[config.mk]
export PLATFORM = sky130hd
export DESIGN_NAME = gpcn_top
export DESIGN_NICKNAME = d
export VERILOG_FILES = /design/src/shared/gpcn_pkg.sv /design/src/rtl/gpcn_route.sv /design/src/rtl/gpcn_sync.sv /design/src/rtl/gpcn_top.sv
export SDC_FILE = /design/constraint.sdc
export NUM_CORES = 1
export LEC_CHECK = 0
export BUFFER_PORTS_ARGS = -buffer_cell sky130_fd_sc_hd__buf_2
export CORE_MARGIN = 4
export CORE_UTILIZATION = 45
export CTS_BUF_LIST = sky130_fd_sc_hd__clkbuf_8
export CTS_CLUSTER_DIAMETER = 30
export CTS_CLUSTER_SIZE = 10
export DETAILED_ROUTE_END_ITERATION = 16
export GPL_TIMING_DRIVEN = 1
export HOLD_SLACK_MARGIN = 0.12
export PLACE_DENSITY = 0.66
export RECOVER_POWER = 100
export SYNTH_ARGS = -nofsm -noshare
export SYNTH_HDL_FRONTEND = slang
export SYNTH_SLANG_ARGS = --single-unit
[constraint.sdc]
create_clock -name aclk -period 3.05 [get_ports aclk]
set_input_delay 0.61 -clock aclk [delete_from_list [all_inputs] [get_ports aclk]]
set_output_delay 0.61 -clock aclk [all_outputs]
set_load 0.05 [all_outputs]
[src/shared/gpcn_pkg.sv]
// Purpose: Shared constants and types of the GPIO port with change notify
// Assumes: 16-bit port, registers on 32-bit AXI4-Lite words
// Notes: Reserved register bits read as zero
package gpcn_pkg;
   localparam int GPCN_PINS = 16;
   localparam int GPCN_AW = 8;
   localparam int GPCN_RT_W = 7;
   localparam int GPCN_REMAP_N = 128;
   // Register byte offsets
   localparam logic [7:0] GPCN_OFS_DIR = 8'h00;
   localparam logic [7:0] GPCN_OFS_LAT = 8'h04;
   localparam logic [7:0] GPCN_OFS_LVL = 8'h08;
   localparam logic [7:0] GPCN_OFS_OD = 8'h0C;
   localparam logic [7:0] GPCN_OFS_ANA = 8'h10;
   localparam logic [7:0] GPCN_OFS_CNEN = 8'h14;
   localparam logic [7:0] GPCN_OFS_PU = 8'h18;
   localparam logic [7:0] GPCN_OFS_PD = 8'h1C;
   localparam logic [7:0] GPCN_OFS_ROUTE = 8'h20;
   localparam logic [7:0] GPCN_OFS_STAT = 8'h24;
   localparam logic [7:0] GPCN_OFS_MASK = 8'h28;
   // Reset values
   localparam logic [15:0] GPCN_RST_ANA = 16'hFFFF;
   localparam logic [15:0] GPCN_RST_DIR = 16'hFFFF;
   localparam logic [15:0] GPCN_RST_ZERO = 16'h0000;
   // Route field positions and codes, AXI response codes
   localparam int GPCN_CAP1_LSB = 0;
   localparam int GPCN_CAP2_LSB = 8;
   localparam logic [6:0] GPCN_RT_GND = 7'h00;
   localparam logic [6:0] GPCN_RT_CMP = 7'h01;
   localparam logic [6:0] GPCN_RT_REMAP121 = 7'h79;
   localparam logic [1:0] GPCN_RESP_OKAY = 2'h0;
   localparam logic [1:0] GPCN_RESP_SLVERR = 2'h2;

   typedef struct packed {
      logic rsv_hi;
      logic [6:0] cap2;
      logic rsv_lo;
      logic [6:0] cap1;
   } gpcn_route_t;

   typedef enum logic [1:0] {
      GPCN_W_IDLE = 2'b00,
      GPCN_W_HAVE_AW = 2'b01,
      GPCN_W_HAVE_W = 2'b10,
      GPCN_W_RESP = 2'b11
   } gpcn_wr_st_t;
endpackage

[src/rtl/gpcn_route.sv]
// Purpose: Capture input selector from a 7-bit route code
// Assumes: Remap inputs already synchronised
// Notes: Code zero ties to ground, code one picks the comparator
`timescale 1ns/10ps
module gpcn_route
   import gpcn_pkg::*;
#(
   parameter int REMAP_N = GPCN_REMAP_N
) (
   // Selection
   input wire logic [GPCN_RT_W-1:0] code,
   // Sources
   input wire logic [REMAP_N-1:0] remap_in,
   input wire logic comparator_one_output,
   // Result
   output logic sel_out
);
   always_comb begin
      if (code == GPCN_RT_GND) begin
         sel_out = 1'b0;
      end else if (code == GPCN_RT_CMP) begin
         sel_out = comparator_one_output;
      end else begin
         sel_out = remap_in[code];
      end
   end
endmodule

[src/rtl/gpcn_sync.sv]
// Purpose: Three-stage pin synchroniser with agreement filter
// Assumes: Inputs asynchronous to aclk
// Notes: Level moves once stages two and three agree
`timescale 1ns/10ps
module gpcn_sync #(
   parameter int WIDTH = 16
) (
   // Clock and reset
   input wire logic aclk,
   input wire logic aresetn,
   // Pins and result
   input wire logic [WIDTH-1:0] async_in,
   output logic [WIDTH-1:0] level_q
);
   logic [WIDTH-1:0] s1_q;
   logic [WIDTH-1:0] s2_q;
   logic [WIDTH-1:0] s3_q;

   for (genvar i = 0; i < WIDTH; i++) begin : g_bit
      always_ff @(posedge aclk) begin
         if (!aresetn) begin
            s1_q[i] <= 1'b0;
            s2_q[i] <= 1'b0;
            s3_q[i] <= 1'b0;
            level_q[i] <= 1'b0;
         end else begin
            s1_q[i] <= async_in[i];
            s2_q[i] <= s1_q[i];
            s3_q[i] <= s2_q[i];
            if (s2_q[i] == s3_q[i]) begin
               level_q[i] <= s3_q[i];
            end
         end
      end
   end
endmodule

[src/rtl/gpcn_top.sv]
// Purpose: GPIO port with open-drain, analog select, pulls, change notify
// Assumes: Single 125 MHz aclk, AXI4-Lite register access
// Notes: Change state is kept while clocks stop and flagged on restart
`timescale 1ns/10ps
module gpcn_top
   import gpcn_pkg::*;
#(
   parameter int PINS = GPCN_PINS
) (
   // Clock and reset
   input wire logic aclk,
   input wire logic aresetn,
   // AXI4-Lite write
   input wire logic [GPCN_AW-1:0] awaddr,
   input wire logic awvalid,
   output logic awready,
   input wire logic [31:0] wdata,
   input wire logic [3:0] wstrb,
   input wire logic wvalid,
   output logic wready,
   output logic [1:0] bresp,
   output logic bvalid,
   input wire logic bready,
   // AXI4-Lite read
   input wire logic [GPCN_AW-1:0] araddr,
   input wire logic arvalid,
   output logic arready,
   output logic [31:0] rdata,
   output logic [1:0] rresp,
   output logic rvalid,
   input wire logic rready,
   // Port pins
   input wire logic [PINS-1:0] pin_in,
   output logic [PINS-1:0] pin_out,
   output logic [PINS-1:0] pin_oe,
   output logic [PINS-1:0] weak_pullup_en,
   output logic [PINS-1:0] weak_pulldown_en,
   output logic [PINS-1:0] analog_path_en,
   // Capture routing
   input wire logic [GPCN_REMAP_N-1:0] remap_in,
   input wire logic comparator_one_output,
   output logic capture1_in,
   output logic capture2_in,
   // Interrupt
   output logic irq
);
   logic [PINS-1:0] direction_select_q;
   logic [PINS-1:0] output_latch_q;
   logic [PINS-1:0] open_drain_select_q;
   logic [PINS-1:0] analog_select_q;
   logic [PINS-1:0] change_irq_enable_q;
   logic [PINS-1:0] weak_pullup_enable_q;
   logic [PINS-1:0] weak_pulldown_enable_q;
   logic [PINS-1:0] state_change_q;
   logic [PINS-1:0] irq_mask_q;
   logic [PINS-1:0] prev_level_q;
   logic [PINS-1:0] pin_sync;
   logic [PINS-1:0] pin_level;
   logic [PINS-1:0] state_change_ev;
   logic [PINS-1:0] w1c_clr;
   logic [GPCN_REMAP_N-1:0] remap_sync;
   logic [0:0] cmp_sync;
   gpcn_route_t route_q;
   gpcn_wr_st_t wr_st_q;
   gpcn_wr_st_t wr_st_d;
   logic [GPCN_AW-1:0] awaddr_q;
   logic [31:0] wdata_q;
   logic [3:0] wstrb_q;
   logic [GPCN_AW-1:0] wr_addr;
   logic [31:0] wr_data;
   logic [3:0] wr_strb;
   logic aw_hs;
   logic w_hs;
   logic ar_hs;
   logic wr_fire;
   logic wr_hit;
   logic [31:0] rd_word;
   logic rd_hit;
   logic cap1_sel;
   logic cap2_sel;

   function automatic logic [15:0] merge16(input logic [15:0] old, input logic [31:0] d,
                                           input logic [3:0] s);
      logic [15:0] r;
      r = old;
      if (s[0]) begin
         r[7:0] = d[7:0];
      end
      if (s[1]) begin
         r[15:8] = d[15:8];
      end
      return r;
   endfunction

   // Input synchronisers
   gpcn_sync #(.WIDTH(PINS)) u_pin_sync (
      .aclk(aclk),
      .aresetn(aresetn),
      .async_in(pin_in),
      .level_q(pin_sync)
   );
   gpcn_sync #(.WIDTH(GPCN_REMAP_N)) u_remap_sync (
      .aclk(aclk),
      .aresetn(aresetn),
      .async_in(remap_in),
      .level_q(remap_sync)
   );
   gpcn_sync #(.WIDTH(1)) u_cmp_sync (
      .aclk(aclk),
      .aresetn(aresetn),
      .async_in(comparator_one_output),
      .level_q(cmp_sync)
   );

   gpcn_route u_route_c1 (
      .code(route_q.cap1),
      .remap_in(remap_sync),
      .comparator_one_output(cmp_sync[0]),
      .sel_out(cap1_sel)
   );
   gpcn_route u_route_c2 (
      .code(route_q.cap2),
      .remap_in(remap_sync),
      .comparator_one_output(cmp_sync[0]),
      .sel_out(cap2_sel)
   );

   // Write channel sequencing
   assign aw_hs = awvalid && awready;
   assign w_hs = wvalid && wready;
   assign ar_hs = arvalid && arready;

   always_comb begin
      wr_st_d = wr_st_q;
      case (wr_st_q)
         GPCN_W_IDLE: begin
            if (aw_hs && w_hs) begin
               wr_st_d = GPCN_W_RESP;
            end else if (aw_hs) begin
               wr_st_d = GPCN_W_HAVE_AW;
            end else if (w_hs) begin
               wr_st_d = GPCN_W_HAVE_W;
            end
         end
         GPCN_W_HAVE_AW: begin
            if (w_hs) begin
               wr_st_d = GPCN_W_RESP;
            end
         end
         GPCN_W_HAVE_W: begin
            if (aw_hs) begin
               wr_st_d = GPCN_W_RESP;
            end
         end
         GPCN_W_RESP: begin
            if (bready) begin
               wr_st_d = GPCN_W_IDLE;
            end
         end
         default: wr_st_d = GPCN_W_IDLE;
      endcase
   end

   assign wr_fire = (wr_st_d == GPCN_W_RESP) && (wr_st_q != GPCN_W_RESP);
   assign wr_addr = aw_hs ? awaddr : awaddr_q;
   assign wr_data = w_hs ? wdata : wdata_q;
   assign wr_strb = w_hs ? wstrb : wstrb_q;

   always_ff @(posedge aclk) begin
      if (!aresetn) begin
         wr_st_q <= GPCN_W_IDLE;
         awready <= 1'b0;
         wready <= 1'b0;
         bvalid <= 1'b0;
         bresp <= GPCN_RESP_OKAY;
         awaddr_q <= '0;
         wdata_q <= '0;
         wstrb_q <= '0;
      end else begin
         wr_st_q <= wr_st_d;
         awready <= (wr_st_d == GPCN_W_IDLE) || (wr_st_d == GPCN_W_HAVE_W);
         wready <= (wr_st_d == GPCN_W_IDLE) || (wr_st_d == GPCN_W_HAVE_AW);
         bvalid <= (wr_st_d == GPCN_W_RESP);
         if (aw_hs) begin
            awaddr_q <= awaddr;
         end
         if (w_hs) begin
            wdata_q <= wdata;
            wstrb_q <= wstrb;
         end
         if (wr_fire) begin
            bresp <= wr_hit ? GPCN_RESP_OKAY : GPCN_RESP_SLVERR;
         end
      end
   end

   always_comb begin
      wr_hit = 1'b1;
      case (wr_addr)
         GPCN_OFS_DIR, GPCN_OFS_LAT, GPCN_OFS_LVL, GPCN_OFS_OD, GPCN_OFS_ANA,
         GPCN_OFS_CNEN, GPCN_OFS_PU, GPCN_OFS_PD, GPCN_OFS_ROUTE, GPCN_OFS_STAT,
         GPCN_OFS_MASK: wr_hit = 1'b1;
         default: wr_hit = 1'b0;
      endcase
   end

   // Configuration registers; pin level writes land in the latch
   always_ff @(posedge aclk) begin
      if (!aresetn) begin
         direction_select_q <= GPCN_RST_DIR;
         output_latch_q <= GPCN_RST_ZERO;
         open_drain_select_q <= GPCN_RST_ZERO;
         analog_select_q <= GPCN_RST_ANA;
         change_irq_enable_q <= GPCN_RST_ZERO;
         weak_pullup_enable_q <= GPCN_RST_ZERO;
         weak_pulldown_enable_q <= GPCN_RST_ZERO;
         irq_mask_q <= GPCN_RST_ZERO;
         route_q <= GPCN_RST_ZERO;
      end else if (wr_fire) begin
         case (wr_addr)
            GPCN_OFS_DIR: direction_select_q <= merge16(direction_select_q, wr_data, wr_strb);
            GPCN_OFS_LAT, GPCN_OFS_LVL: begin
               output_latch_q <= merge16(output_latch_q, wr_data, wr_strb);
            end
            GPCN_OFS_OD: open_drain_select_q <= merge16(open_drain_select_q, wr_data, wr_strb);
            GPCN_OFS_ANA: analog_select_q <= merge16(analog_select_q, wr_data, wr_strb);
            GPCN_OFS_CNEN: begin
               change_irq_enable_q <= merge16(change_irq_enable_q, wr_data, wr_strb);
            end
            GPCN_OFS_PU: begin
               weak_pullup_enable_q <= merge16(weak_pullup_enable_q, wr_data, wr_strb);
            end
            GPCN_OFS_PD: begin
               weak_pulldown_enable_q <= merge16(weak_pulldown_enable_q, wr_data, wr_strb);
            end
            GPCN_OFS_ROUTE: begin
               route_q <= merge16(route_q, wr_data, wr_strb) & 16'h7F7F;
            end
            GPCN_OFS_MASK: irq_mask_q <= merge16(irq_mask_q, wr_data, wr_strb);
            default: ;
         endcase
      end
   end

   // Change detection and sticky flags; a new change beats a clear
   assign state_change_ev = (pin_sync ^ prev_level_q) & change_irq_enable_q;
   assign w1c_clr = (wr_fire && wr_addr == GPCN_OFS_STAT) ?
                    merge16(GPCN_RST_ZERO, wr_data, wr_strb) : GPCN_RST_ZERO;

   always_ff @(posedge aclk) begin
      if (!aresetn) begin
         prev_level_q <= GPCN_RST_ZERO;
         state_change_q <= GPCN_RST_ZERO;
         irq <= 1'b0;
      end else begin
         prev_level_q <= pin_sync;
         state_change_q <= (state_change_q & ~w1c_clr) | state_change_ev;
         irq <= |(((state_change_q & ~w1c_clr) | state_change_ev) & irq_mask_q);
      end
   end

   // Pad drive, pulls, analog path and capture routes
   assign pin_level = pin_sync & ~(analog_select_q & direction_select_q);

   always_ff @(posedge aclk) begin
      if (!aresetn) begin
         pin_out <= '0;
         pin_oe <= '0;
         weak_pullup_en <= '0;
         weak_pulldown_en <= '0;
         analog_path_en <= '0;
         capture1_in <= 1'b0;
         capture2_in <= 1'b0;
      end else begin
         pin_out <= output_latch_q & ~open_drain_select_q;
         pin_oe <= ~direction_select_q & (~open_drain_select_q | ~output_latch_q);
         weak_pullup_en <= weak_pullup_enable_q;
         weak_pulldown_en <= weak_pulldown_enable_q;
         analog_path_en <= analog_select_q;
         capture1_in <= cap1_sel;
         capture2_in <= cap2_sel;
      end
   end

   // Read channel
   always_comb begin
      rd_word = '0;
      rd_hit = 1'b1;
      case (araddr)
         GPCN_OFS_DIR: rd_word[15:0] = direction_select_q;
         GPCN_OFS_LAT: rd_word[15:0] = output_latch_q;
         GPCN_OFS_LVL: rd_word[15:0] = pin_level;
         GPCN_OFS_OD: rd_word[15:0] = open_drain_select_q;
         GPCN_OFS_ANA: rd_word[15:0] = analog_select_q;
         GPCN_OFS_CNEN: rd_word[15:0] = change_irq_enable_q;
         GPCN_OFS_PU: rd_word[15:0] = weak_pullup_enable_q;
         GPCN_OFS_PD: rd_word[15:0] = weak_pulldown_enable_q;
         GPCN_OFS_ROUTE: rd_word[15:0] = route_q;
         GPCN_OFS_STAT: rd_word[15:0] = state_change_q;
         GPCN_OFS_MASK: rd_word[15:0] = irq_mask_q;
         default: rd_hit = 1'b0;
      endcase
   end

   always_ff @(posedge aclk) begin
      if (!aresetn) begin
         arready <= 1'b0;
         rvalid <= 1'b0;
         rdata <= '0;
         rresp <= GPCN_RESP_OKAY;
      end else if (ar_hs) begin
         arready <= 1'b0;
         rvalid <= 1'b1;
         rdata <= rd_word;
         rresp <= rd_hit ? GPCN_RESP_OKAY : GPCN_RESP_SLVERR;
      end else if (rvalid && rready) begin
         arready <= 1'b1;
         rvalid <= 1'b0;
      end else if (!rvalid) begin
         arready <= 1'b1;
      end
   end
endmodule

# == After elaboration in Yosys (flattened, before gate mapping) ==
# Cells that the tools add are included.
# classes
n_addsub,0
multipliers,0
div_mod_pow,0
order_cmp,2
eq_ne,175
shift,0
n_mux,28
n_bitwise,16
reduce_logical,41
# ops
operator,n
16-bit one-hot mux with 11 select lines,1
1-bit equality test,145
16-bit AND,7
16-bit NOT,5
"8-bit by 5-bit equality test with 1-bit output, second input constant",8
3-bit AND reduction,18
"8-bit by 6-bit equality test with 1-bit output, second input constant",6
"8-bit by 4-bit equality test with 1-bit output, second input constant",4
16-bit 2-to-1 mux,2
16-bit OR,2
8-bit 2-to-1 mux,3
11-bit OR reduction,2
2-bit 2-to-1 mux,9
"8-bit by 3-bit equality test with 1-bit output, second input constant",2
8-bit zero test,2
"7-bit by 8-bit less-than comparator with 1-bit output, second input constant",2
16-bit OR reduction,1
16-bit bitwise XOR,1
1-bit binary-select mux with 7-bit select,2
"7-bit by 1-bit equality test with 1-bit output, second input constant",2
7-bit zero test,2
1-bit 2-to-1 mux,10
"2-bit equality test, second input constant",4
2-bit one-hot mux with 4 select lines,1
other kinds (9),21
# totals
ff_bits,890
latchBits,0
mem_bits_rw,0
rom_bits,0
input_bits,204
out_inout_bits,124
elab_cells,882
n_memories,0

# == Longest topological paths before layout ==
# logic_depth
word_depth,14
ltp_mapped,10
ltp_nobuf,7

# == Cells and area by module ==
# From an unflattened synthesis, not the netlist that was laid out.
# unflattened
cells_unflattened,2993
area_unflattened_um2,31565.3
# modules_own_cells
module,instances,cells_each,area_per_inst_um2,seq_area_each_um2
gpcn_sync (u_remap_sync),1,1337,15085.7,10249.8
gpcn_top,1,1295,12005.3,6165.9
gpcn_route,2,92,1203.7,0.0
gpcn_sync (u_pin_sync),1,167,1950.6,1281.2
gpcn_sync (u_cmp_sync),1,10,116.4,80.1

# == Worst setup path after synthesis ==
# Ideal clock, no wire load.
# synth_path
path_type,register -> register
start,register awready
end,register irq
setup_time_ps,120
t_arrival_ps,2344
required_ps,2930
setup_slack_ps,586
path_stages_with_launch,10
path_buffers,2
period_less_slack_ps,2464
cell_sequence,dfxtp_1 > and2_1 > buf_6 > a21oi_2 > a2111oi_4 > nand2_1 > buf_2 > o221ai_1 > nand4_1 > o31a_1
# synth_via
elab_chain_cells,13
elab_cells_between_ends,17
cone_classes,eq/ne (2); mux (6); bitwise (4); reduce/logical (5)
# synth_lines
element,line_no,source
from (decl),gpcn_top.sv:16,"output logic awready,"
from (signal assigned),gpcn_top.sv:181,awready <= (wr_st_d == GPCN_W_IDLE) || (wr_st_d == GPCN_W_HAVE_W);
1-bit logical AND *,gpcn_top.sv:129,assign aw_hs = awvalid && awready;
2-bit 2-to-1 mux or 1-bit logical AND (tied branches),"gpcn_top.sv:139, gpcn_top.sv:137",
2-bit 2-to-1 mux,gpcn_top.sv:137,if (aw_hs && w_hs) begin
2-bit one-hot mux with 4 select lines,gpcn_top.sv:135,case (wr_st_q)
2-bit equality test,gpcn_top.sv:164,assign wr_fire = (wr_st_d == GPCN_W_RESP) && (wr_st_q != GPCN_W_RESP);
1-bit logical AND,gpcn_top.sv:164,
1-bit logical AND *,gpcn_top.sv:247,assign w1c_clr = (wr_fire && wr_addr == GPCN_OFS_STAT) ?
16-bit 2-to-1 mux *,gpcn_top.sv:247,
16-bit NOT *,gpcn_top.sv:258,irq <= |(((state_change_q & ~w1c_clr) | state_change_ev) & irq_mask_q);
16-bit AND *,gpcn_top.sv:258,
16-bit OR *,gpcn_top.sv:258,
16-bit AND *,gpcn_top.sv:258,
16-bit OR reduction *,gpcn_top.sv:258,
to (signal assigned),gpcn_top.sv:258,
to (decl),gpcn_top.sv:45,output logic irq
# Every way passes the cells marked *; elsewhere a longest branch is shown, timed or not.
# A chain may end at the register's enable or synchronous reset.

# == Final worst setup path ==
# Ends and elaborated chain as after synthesis.

==> metrics.txt <==
Post-synth EDFFs=0; Worst R2R Path Depth=8; worst-margin pin slew=2434 ps; Synth Flop Type=dfxtp_1; P_leak=15.35 nW; cell count of the worst hold path=3; Cell Int Power=0.02022 W; routed length on met2=40.85 mm; share of cells above drive strength 1=roughly 17%; HPWL Detailed=55.99 mm; Yosys top cell by area=dfxtp_1; Clock power frac=49.8%; max_slew headroom=-62.28%; DRT met1 WL=34.86 mm; clock-pin transition on the worst setup and hold timing paths=roughly 60 ps; worst path bufs/invs=1; FF-to-FF Start=awready; violated checks=max-capacitance violations, max-slew violations; Max VDD drop=0.0003347 V; GPL Wtd Cong=0.8763; maximum root-to-sink buffer count=3; Commonest cells post-synth=888 x dfxtp_1, 508 x and2_1, 274 x nand2_1, 234 x a21oi_1, 204 x o21ai_0; wirelength, routed=around 84 mm; max-cap violation count=5; Req. time, crit path=3710 ps; area occupied by multi-input gates=12250 um2; area fraction of the dominant cell type after synthesis=57.63%; max layer used=met4; Avg Cell Area, Syn=10.40 um2; CTS Buf Count=between 150 and 200; grt total ovfl=0; CP max stage cell=dfxtp_1; Synth Cell Area=30850 um2; final worst-path cycle share=88.90%; count of cell types in the netlist=64; Initial Util=45.69%; crit path max fanout=11; worst path cell trace=and2_0 > a21oi_1 > a2111oi_4 > nand2_1 > clkbuf_1 > o221ai_1 > nand4_1 > o31a_1; routed vias/inst=5.220; GRT Util Overall=22.52%; top cells by area, synth=dfxtp_1 58%, and2_1 10%, mux4_2 4.7%; Die ar.=72800 um2; Finished Core Util=57.05%; Core ar.=roughly 68000 um2; antenna-violating nets left=0; count leader, synth=dfxtp_1; Core Rows=95; met3 wire length=5.388 mm; run status=finished, violations left; CTS Sinks=around 890; wire per inst=approximately 19 um; Area Overhead vs Synth=24.87%; Root Driver=clkbuf_8; Setup crit end kind=flip-flop; antenna violations before repair=4; CP Class=reg -> reg; post-cts repair resize count=0; drt first pass iters=6; Hold Fails Final Rpt=0; PD cells=678.0 nW/um2; CP Data Arrival Time=3370 ps; Fin Clk Skew=43.81 ps; hold path start=wdata[5]; first-pass GRT wire length=~130 mm; Seq cells post-synth=888; Comb power frac=4.2%; largest net degree at the start of global routing=280; IO Count=~330; final-stage net count=3687; Worst Hold Class=in -> reg; reg2reg end=irq; R2R setup slack=between 300 and 400 ps; H-tree level count=4; Fmax=368.8 MHz; fillers=approximately 5800; cell count after synthesis=2967; yosys warns=0; sequential share of power=between 40% and 50%; final setup fails=0; Reg area=17780 um2; TritonCTS clock tree=done; sw frac=between 20% and 30%; DRC=0; 1st-iter DRT viols=about 1600; Sw Pwr=0.005894 W; CP top delay family=compound AO/OA/AOI/OAI gates; startpoint types=flip-flop; async set-reset flop share out of synthesis=0%; Clock Latency Late Sink=800 ps; via count=23400; worst hold endpoint=wdata_q[5]; Port Buffer Count=291; die width=269.8 um; min Tclk post-route=around 2700 ps; Worst path max stage delay=about 430 ps; Slew Viols, Final=725; Die Y=between 200 and 300 um; sequential share of the synthesized area=around 58%; Fin Setup TNS=0 ps; vias in the first global route=~24000; RSZ-0062 raised after global routing=false
==> flip-flops by register name, indices dropped and copies added (netlist names), 128 cells and up <==
signal,cells
u_remap_sync.level_q,128
u_remap_sync.s1_q,128
u_remap_sync.s2_q,128
u_remap_sync.s3_q,128
==> cells in the final DEF (no fill, tap or decap), types with 20 or more instances in the layout <==
master / Yosys / routed
dfxtp_1: 888 / 884
and2_1: 508 / 333
nand2_1: 274 / 276
a21oi_1: 234 / 234
o21ai_0: 204 / 205
buf_2: 32 / 185
and2_0: 0 / 175
clkbuf_8: 0 / 175
nor2_1: 168 / 169
dlygate4sd3_1: 0 / 158
mux2i_1: 123 / 123
clkbuf_1: 118 / 113
mux4_2: 64 / 64
buf_4: 21 / 46
bufinv_16: 0 / 29
clkinvlp_4: 0 / 28
a211oi_1: 28 / 28
inv_1: 13 / 26
a221oi_1: 24 / 24
a22oi_1: 21 / 21
nand3_1: 21 / 21
a31oi_1: 20 / 20
==> per-layer routing <==
layer  vias to the layer above  track usage (%)
met5                         -                0
met4                         0            8.782
met3                       143            5.170
met2                       785            38.46
met1                     11229            27.75
li1                      11243                -
==> layout make-up <==
class | count | share of cell area (%)
Tap cell | 873 | 2.836
Timing Repair Buffer | 521 | 9.105
Multi-Input combinational cell | 1904 | 31.80
Clock inverter | 105 | 3.674
Clock buffer | 175 | 6.253
Antenna cell | 3 | 0.01949
Sequential cell | 888 | 46.17
Inverter | 14 | 0.1462
==> repair_timing <==
| item | 4_1_cts | 5_1_grt |
|---|---|---|
| hold buffers | 158 | 0 |
| hold endpoints to repair | 159 | 0 |
| endpoints found under the setup margin | 0 | 0 |
| setup buffers | 0 | 0 |
==> stage by stage <==
| stage | instance area, um2 | hold slack [ps] | total power, W | worst slack [ps] | cells |
|---|---|---|---|---|---|
| finish | 38520 | 209.7 | 0.02611 | 338.4 | 4483 |
| global route | 38520 | 181.3 | 0.02709 | 130.7 | 4483 |
| CTS | 38740 | 122.5 | 0.02644 | 404.8 | 4480 |
| detailed placement | 33330 | 417.7 | 0.01321 | 148.1 | 4042 |
| global placement | 33330 | 417.0 | 0.01318 | 171.1 | 4042 |
| floorplan | 30910 | 411.9 | 0.01283 | 586.2 | 2984 |
==> how the worst max path moves through the flow <==
| stage | from | end | slack, ps | depth (start not counted) |
|---|---|---|---|---|
| 2_1_floorplan | awready | irq | 590 | 9 |
| 5_1_grt | awready | weak_pullup_enable_q[9] | 130 | 10 |
| 3_5_place_dp | awvalid | irq | 150 | 9 |
| 3_3_place_gp | awvalid | irq | 170 | 9 |
| 4_1_cts | route_q[0] | capture1_in | 400 | 7 |
| 6_report | awready | irq | 340 | 8 |
==> tightest hold or removal path, cell delays in order <==
cell,delay (ps)
buf_2,90
mux2i_1,150
nor2_1,110
==> power by group through the flow <==
stage               clock [W]  combinational [W]  sequential (W)
floorplan                   0           0.000549          0.0123
global placement            0           0.000929          0.0123
detailed placement          0           0.000945          0.0123
CTS                    0.0133            0.00110          0.0120
global route           0.0139            0.00119          0.0120
finish                 0.0130            0.00109          0.0120
==> cell families (layout without fill, tap and decap cells) <==
family / after synthesis / after routing / share of synthesized area, %
buf+inv: 192 / 815 / 2.843
simple gates: 1041 / 1041 / 17.68
other cells: 1 / 21 / 0.01216
xor+xnor: 16 / 16 / 0.4543
mux: 204 / 204 / 9.285
compound gates: 625 / 625 / 12.10
flops: 888 / 888 / 57.63
Note: power is estimated with default switching activity, not from simulation.
